[config.mk]
export PLATFORM = sky130hd
export DESIGN_NAME = sek_port
export DESIGN_NICKNAME = d
export VERILOG_FILES = /design/src/core/sek_pkg.sv /design/src/core/sek_sync.sv /design/src/core/sek_port.sv
export SDC_FILE = /design/constraint.sdc
export NUM_CORES = 2
export LEC_CHECK = 0
export BUFFER_PORTS_ARGS = -buffer_cell sky130_fd_sc_hd__buf_2
export CAP_MARGIN = 15
export CORE_UTILIZATION = 45
export DETAILED_ROUTE_END_ITERATION = 10
export HOLD_SLACK_MARGIN = 0.02
export SLEW_MARGIN = 5
export SYNTH_ARGS = -nofsm -noshare
export SYNTH_HDL_FRONTEND = slang
export SYNTH_HIERARCHICAL = 1
export SYNTH_SLANG_ARGS = --single-unit
[constraint.sdc]
create_clock -name sys_clk_i -period 7.5 [get_ports sys_clk_i]
set_input_delay 0.375 -clock sys_clk_i [delete_from_list [all_inputs] [get_ports sys_clk_i]]
set_output_delay 0.375 -clock sys_clk_i [all_outputs]
set_load 0.05 [all_outputs]
[src/core/sek_pkg.sv]
// Constants and types shared by the serial word memory port.
// Contract
// RL1: Sample serial input on clock rise, select high.
// RL2: Read bits change on serial clock rise.
// RL3: After programming, reselect shows ready/busy status.
// RL4: Output floats while chip select low.
// RL5: Controller deselects after every finished command.
// RL6: Programming self-timed, done within 5 ms.
// RL7: Array is 256 words of 16 bits.
// RL8: Continued read clocks stream following words.
// RL9: Power-up inhibits programming until enabled.
// RL10: Inhibit command blocks programming, reads still work.
// RL11: Array starts with every word all ones.
// RL12: Controller keeps serial clock at most 3 MHz.
// RL13: Zeros ignored; first one is start bit.
// RL14: Two-bit opcode then eight address bits, MSB first.
// RL15: Read sends zero dummy bit, then word MSB first.
// RL16: Write enable holds until inhibited again.
// RL17: Busy low, ready high; no command while busy.
// RL18: Erase gives all ones; writes self-erase first.
package sek_pkg;
  localparam int SEK_ADDR_W = 8;
  localparam int SEK_DATA_W = 16;
  localparam int SEK_WORDS = 256;
  localparam logic [15:0] SEK_ERASED = 16'hFFFF;
  localparam int SEK_CLK_HZ = 10_000_000;
  localparam int SEK_PROG_MS = 5;
  localparam int SEK_PROG_CYC = SEK_CLK_HZ / 1000 * SEK_PROG_MS;
  localparam logic [1:0] SEK_OP_EXT = 2'b00;
  localparam logic [1:0] SEK_OP_WRITE = 2'b01;
  localparam logic [1:0] SEK_OP_READ = 2'b10;
  localparam logic [1:0] SEK_OP_ERASE = 2'b11;
  localparam logic [1:0] SEK_EXT_ENABLE = 2'b11;
  localparam logic [1:0] SEK_EXT_INHIBIT = 2'b00;
  localparam logic [1:0] SEK_EXT_FILL = 2'b01;
  localparam logic [1:0] SEK_EXT_CLEAR = 2'b10;
  localparam logic [4:0] SEK_HDR_BITS = 5'h0A;
  localparam logic [4:0] SEK_WORD_LAST = 5'h0F;
  // Sequencer states.
  typedef enum logic [2:0] {
    SEK_IDLE = 3'b000,
    SEK_HDR = 3'b001,
    SEK_DATA = 3'b010,
    SEK_READ = 3'b011,
    SEK_ARMED = 3'b100,
    SEK_DONE = 3'b101
  } sek_state_t;
endpackage

[src/core/sek_sync.sv]
// Two-flop synchroniser for one pin.
`timescale 1ns/1ps
`default_nettype none
module sek_sync (
  input wire logic sys_clk_i,
  input wire logic rst_n_i,
  input wire logic d_i,
  output logic q_o
);
  // Both stages; only the second stage is seen outside.
  typedef struct packed {
    logic s1;
    logic s2;
  } sek_sync_t;
  sek_sync_t st_r;
  sek_sync_t st_nxt;

  // Shift the pin through both stages.
  always_comb begin
    st_nxt.s1 = d_i;
    st_nxt.s2 = st_r.s1;
  end

  // Synchronous reset to low.
  always_ff @(posedge sys_clk_i) begin
    if (!rst_n_i) begin
      st_r <= '0;
    end else begin
      st_r <= st_nxt;
    end
  end

  assign q_o = st_r.s2;
endmodule
`default_nettype wire

[src/core/sek_port.sv]
// Serial port and self-timed array of the 256 x 16 word memory.
`timescale 1ns/1ps
`default_nettype none
module sek_port
  import sek_pkg::*;
#(
  parameter int PROG_CYC = SEK_PROG_CYC
) (
  input wire logic sys_clk_i,
  input wire logic rst_n_i,
  input wire logic chip_select_i,
  input wire logic serial_clock_in_i,
  input wire logic serial_in_i,
  output logic serial_out_o,
  output logic serial_out_oe_n_o,
  output logic busy_o
);
  // Pins after synchronisation.
  logic cs_s;
  logic sk_s;
  logic di_s;

  // The sync costs two cycles of latency, which the slow serial clock easily absorbs.
  // Each pin passes two flip-flops before any logic looks at it.
  sek_sync u_cs (.sys_clk_i(sys_clk_i), .rst_n_i(rst_n_i), .d_i(chip_select_i), .q_o(cs_s));
  sek_sync u_sk (.sys_clk_i(sys_clk_i), .rst_n_i(rst_n_i), .d_i(serial_clock_in_i), .q_o(sk_s));
  sek_sync u_di (.sys_clk_i(sys_clk_i), .rst_n_i(rst_n_i), .d_i(serial_in_i), .q_o(di_s));

  // Every bit of control state in one record.
  typedef struct packed {
    sek_state_t state;
    logic sk_d;
    logic cs_d;
    logic [4:0] cnt;
    logic [1:0] op;
    logic [7:0] addr;
    logic [15:0] shreg;
    logic wen;
    logic do_q;
    logic oe_n;
    logic stat;
    logic busy;
    logic [31:0] timer;
    logic pend;
    logic pend_all;
    logic [7:0] pend_addr;
    logic [15:0] pend_data;
  } sek_ctl_t;

  // Registered state and the value it takes at the next edge.
  sek_ctl_t st_r;
  sek_ctl_t st_nxt;

  // Array storage, written only by the self-timed cycle.
  // It powers up erased; reset leaves it alone, as a real array keeps its contents.
  logic [15:0] mem_r [SEK_WORDS] = '{default: SEK_ERASED};  // RL11
  // The addressed word is looked up directly; its bits still leave through a flip-flop.
  logic [15:0] rd_word;
  logic sk_rise;
  logic cs_fall;
  logic prog_done;

  // Edges are found on synchronised copies only.
  assign sk_rise = sk_s && !st_r.sk_d && cs_s;  // RL1
  assign cs_fall = st_r.cs_d && !cs_s;
  assign prog_done = st_r.busy && (st_r.timer == 32'h0000_0001);
  assign rd_word = mem_r[st_r.addr];

  // Sequencer and output path.
  always_comb begin
    st_nxt = st_r;
    st_nxt.sk_d = sk_s;
    st_nxt.cs_d = cs_s;
    // Programming runs off the system clock, the serial clock is not needed.
    if (st_r.busy) begin
      st_nxt.timer = st_r.timer - 32'h0000_0001;  // RL6
      if (prog_done) begin
        st_nxt.busy = 1'b0;
        st_nxt.timer = '0;
      end
    end
    // The pending marker drops once the timer has run out and the word is stored.
    if (st_r.pend && !st_r.busy) begin
      st_nxt.pend = 1'b0;
    end
    // A deselect aborts any half-received command; only a fully armed one survives it.
    // This lets a controller cancel a mistyped write by dropping select early.
    if (!cs_s) begin
      // Deselect resets the sequencer and floats the output.
      st_nxt.state = SEK_IDLE;  // RL5
      st_nxt.oe_n = 1'b1;  // RL4
      st_nxt.cnt = '0;
      if (cs_fall && st_r.state == SEK_ARMED) begin
        // A finished programming command launches on deselect.
        st_nxt.busy = 1'b1;  // RL6
        st_nxt.timer = 32'(PROG_CYC);
        st_nxt.stat = 1'b1;
        st_nxt.pend = 1'b1;
        // Remember what the armed command will program.
        st_nxt.pend_all = (st_r.op == SEK_OP_EXT);
        st_nxt.pend_addr = st_r.addr;
        st_nxt.pend_data = st_r.shreg;
      end
    end else begin
      // Status shows ready/busy while selected until the next start bit.
      if (st_r.stat && st_r.state == SEK_IDLE) begin
        st_nxt.oe_n = 1'b0;  // RL3
        st_nxt.do_q = !st_r.busy;  // RL17
      end
      if (sk_rise) begin
        case (st_r.state)
          SEK_IDLE: begin
            // Zeros before the start bit are skipped.
            if (di_s && !st_r.busy) begin
              st_nxt.state = SEK_HDR;  // RL13
              st_nxt.stat = 1'b0;
              st_nxt.oe_n = 1'b1;
              st_nxt.cnt = '0;
            end
          end
          SEK_HDR: begin
            // Opcode then address, most significant bit first.
            st_nxt.cnt = st_r.cnt + 5'h01;  // RL14
            if (st_r.cnt < 5'h02) begin
              st_nxt.op = {st_r.op[0], di_s};
            end else begin
              st_nxt.addr = {st_r.addr[6:0], di_s};
            end
            if (st_r.cnt == SEK_HDR_BITS - 5'h01) begin
              st_nxt.cnt = '0;
              st_nxt.state = SEK_DONE;
              case (st_r.op)
                SEK_OP_READ: begin
                  // Dummy zero leaves with the last address bit.
                  st_nxt.state = SEK_READ;
                  st_nxt.oe_n = 1'b0;
                  st_nxt.do_q = 1'b0;  // RL15
                  st_nxt.cnt = SEK_WORD_LAST;
                end
                SEK_OP_WRITE: begin
                  st_nxt.state = SEK_DATA;
                end
                SEK_OP_ERASE: begin
                  // Without write enable the command is swallowed silently.
                  if (st_r.wen) begin
                    st_nxt.state = SEK_ARMED;  // RL9
                  end
                  st_nxt.shreg = SEK_ERASED;  // RL18
                end
                default: begin
                  case (st_r.addr[6:5])
                    SEK_EXT_ENABLE: st_nxt.wen = 1'b1;  // RL16
                    SEK_EXT_INHIBIT: st_nxt.wen = 1'b0;  // RL10
                    SEK_EXT_FILL: st_nxt.state = SEK_DATA;
                    default: begin
                      // Clear-all reuses the erased pattern as its fill data.
                      if (st_r.wen) begin
                        st_nxt.state = SEK_ARMED;
                      end
                      st_nxt.shreg = SEK_ERASED;  // RL18
                    end
                  endcase
                end
              endcase
            end
          end
          SEK_DATA: begin
            // Collect one whole 16-bit word.
            st_nxt.shreg = {st_r.shreg[14:0], di_s};  // RL7
            st_nxt.cnt = st_r.cnt + 5'h01;
            if (st_r.cnt == SEK_WORD_LAST) begin
              st_nxt.state = st_r.wen ? SEK_ARMED : SEK_DONE;  // RL9
            end
          end
          SEK_READ: begin
            // Each rise moves out the next bit; words follow on.
            st_nxt.do_q = rd_word[st_r.cnt[3:0]];  // RL2
            st_nxt.cnt = st_r.cnt - 5'h01;
            if (st_r.cnt == 5'h00) begin
              st_nxt.cnt = SEK_WORD_LAST;
              st_nxt.addr = st_r.addr + 8'h01;  // RL8
            end
          end
          default: begin
            // Armed or finished: clocks are ignored until deselect.
          end
        endcase
      end
    end
  end

  // State register.
  always_ff @(posedge sys_clk_i) begin
    if (!rst_n_i) begin
      // Only the output enable differs from all zeros; the idle state code is itself zero.
      st_r <= '0;
      st_r.state <= SEK_IDLE;
      st_r.oe_n <= 1'b1;
    end else begin
      st_r <= st_nxt;
    end
  end

  // The array has no reset port, and a program cycle stores its word
  // when the self-timed cycle completes.
  // One write process per word keeps every element on a single driver;
  // fill and clear-all reach every word in the same cycle.
  generate
    for (genvar g = 0; g < SEK_WORDS; g++) begin : g_word
      always_ff @(posedge sys_clk_i) begin
        if (prog_done && st_r.pend && (st_r.pend_all || st_r.pend_addr == 8'(g))) begin
          mem_r[g] <= st_r.pend_data;  // RL18
        end
      end
    end
  endgenerate

  // Every output comes straight from the state register, so none can glitch.
  assign serial_out_o = st_r.do_q;
  assign serial_out_oe_n_o = st_r.oe_n;
  assign busy_o = st_r.busy;
endmodule
`default_nettype wire

==> metrics.cfg <==
[run_status]
status = finished clean

[min_path]
holdPathStages = 3
worstHoldEndpoint = u_di/st_nxt[0]
hp-class = input port to register
hold_start = serial_in_i

[pwr]
clkPwrFrac_pct = 45.4
switching_share_pct = 19.5
seq_power_share_pct = 54.5
power_leakage_nw = 57.5
switchingPower_w = 0.00906
power.internal_w = 0.0375
powerDensity_mw_per_mm2 = 250
vdd_ir_drop_max_uv = 234
comb_power_share_pct = 0

[worst_setup_path]
r2r_end = serial_out_o
required_ps = 8360
worst-path-stages = 12
reg2regPathDepth = 12
critical_path_arrival_ps = 6470
cp_common_cell = buf_4
crit_chain = buf_12 > buf_4 > buf_4 > mux4_2 > mux2i_1 > o22ai_1 > nor3_1 > a21oi_1 > o211ai_1 > nand3_1 > o211ai_2 > o31ai_2
cpPeakStageDelay_ps = 1110
endpoint_kind = register
critPathMaxFanout = 46
crit_slowest_cell = dfxtp_4
critical_path_class = register to register
timing.reg2reg.setup_slack_ps = 1880
crit_buf_inv = 3
start_kind = register
cpLargestDelayFamily = buffers and inverters

[die]
core_area_mm2 = 0.366
start_util_pct = 45.2
placement_rows = 222
ioPinCount = 8
die_w_um = 608
dieArea_mm2 = 0.370
die_h_um = 608

[clocking]
cts_hold_buf = 4
cts_tree = yes
clk_pin_slew_ps = 70
cts_resized = 0
clock_latency_ps = 1010
clock_sinks = 4209
postCtsSetupBuffers = 0
htreeDepth = 5
clockRootBuffer = clkbuf_16
numCtsBuffers = 428
clk_path_buf_depth = 4

[timing]
final_hold_viol_count = 0
period_needed_ps = 5620
worst_pin_slew_ps = 1410
fin_crit_sh_pct = 74.9
fin_setup_tns_ps = 0
grt_setup_unrepaired = no
slew_headroom_pct = 5.96
fmax_mhz = 178
fin_hold_ws_ps = 125
maxSlewViolCount = 0
fin_ws_ps = 1880
finalSetupViolations = 0
skew_ps = 91.0

[final_layout]
nNetsFinal = 8410
drive_gt1_share_pct = 26.4
fin_cells = 13600
final_util_pct = 51.0
syn_to_final_growth_pct = 12.8

[yosys]
seq_area_frac_synth_pct = 75.8
yosys.cell_types.count = 92
synthCells = 7991
synth.top_cell.area_share_pct = 74.5
yosys.area.top_type = edfxtp_1
synthesis.area_mm2 = 0.165
postSynth.asyncResetShare_pct = 0
synth_edf_count = 4096
yosys_warnings = 6
syn_avg_cell_area_um2 = 20.7
ys_seq_elements = 4209
synth_fp_nets = 8011
synth_area_leaders = edfxtp_1, mux4_2, dfxtp_1
synth-main-ff-cell = edfxtp_1

[drt]
vias = 86000
ant_nets = 0
drc = 0
wl_per_cell_um = 35.6
vias_per_cell = 6.34
routed_wl_um = 483000
drt-pass1-iter-count = 8
first_iter_violations = 12600

[global_route]
grt_max_degree = 185
grt_pass1_wl_um = 671000
grt_remaining_overflow = 0
antenna_found_initial = 28
grt_usage_pct = 25.8
grt_pass1_vias = 83900

[placement]
post-dp-hpwl_um = 290000
dp_slack_ps = 2310
io_buffers = 7
dp_cells = 12800
place.gp.congestion = 0.899

[job]
max-cap-violations = 0

-- layer usage --
metal	wire (um)	global-route usage, %
met1	191000	36.6
met2	221000	39.3
met3	51400	5.90
met5	183	0
met4	18800	8.97
-- worst min-delay path: cells and delay by family --
kind | cells | cell delay (ps)
AND/OR/NAND/NOR | 1 | 100
buffers and inverters | 2 | 610
-- worst max-delay path by stage --
stage              from      endpoint
2_1_floorplan   st_r[0]   mem_r[0][0]
3_3_place_gp   register  serial_out_o
4_1_cts        register  serial_out_o
6_report       register  serial_out_o
3_5_place_dp   register  serial_out_o
5_1_grt        register  serial_out_o
-- state kept, by name, summed over array words and instances, names as in the netlist, named ones only --
name	cells
u_cs/q_o	1
u_cs/st_nxt	1
mem_r	4096
u_di/st_nxt	1
u_sk/q_o	1
serial_out_oe_n_o	1
busy_o	1
u_di/q_o	1
st_r	96
serial_out_o	1
u_sk/st_nxt	1
-- cells in the final DEF, fill, tap and decap left out, types with 96 or more instances in the layout --
master	instances
edfxtp_1	4096
mux4_2	963
clkbuf_16	435
buf_4	391
a21oi_1	352
nand2_1	351
nor2_2	202
nor2_1	197
mux2i_1	193
o22ai_1	106
clkinv_1	105
nand3_1	96
-- per-stage QoR --
stage          total power (W)  cell area, um^2
2_1_floorplan           0.0259           165000
4_1_cts                 0.0468           186000
5_1_grt                 0.0476           186000
6_report                0.0465           186000
3_5_place_dp            0.0259           172000
3_3_place_gp            0.0259           172000
-- logic make-up after synthesis --
family / count (synthesis) / share of synthesized area, %
mux: 1228 / 15.3
buf+inv: 507 / 2.17
compound gates: 895 / 3.50
fa+ha+maj: 15 / 0.114
simple gates: 1106 / 2.97
flops: 4209 / 75.8
xor+xnor: 31 / 0.164
-- synthesized netlist by cell type, types with 95 or more instances --
master and instances:
a21oi_1 352, buf_4 107, buf_6 95, clkbuf_1 157, dfxtp_1 113, edfxtp_1 4096, mux2i_1 194, mux4_2 963
nand2_1 351, nand3_1 97, nor2_1 402, o22ai_1 106
-- layout make-up --
cell class              count  area (um^2)
repair buffers            454         4010
clock buffers             526        11200
multi-input cells        3275        37100
flip-flops and latches   4209       125000
inverters                  22         96.3
clock inverters           250         2520
well taps                4816         6030
fillers                 28700       179000
diodes                      7         17.5
-- power groups by stage --
stage	clock network, W	registers [W]	logic (W)
after CTS	0.0214	0.0254	0.0000197
final	0.0211	0.0254	0.0000203
after detailed placement	0	0.0259	0.0000181
after global placement	0	0.0259	0.0000180
after global routing	0.0222	0.0254	0.0000216
after floorplan	0	0.0259	0.0000127
(Power assumes the default switching activity.)
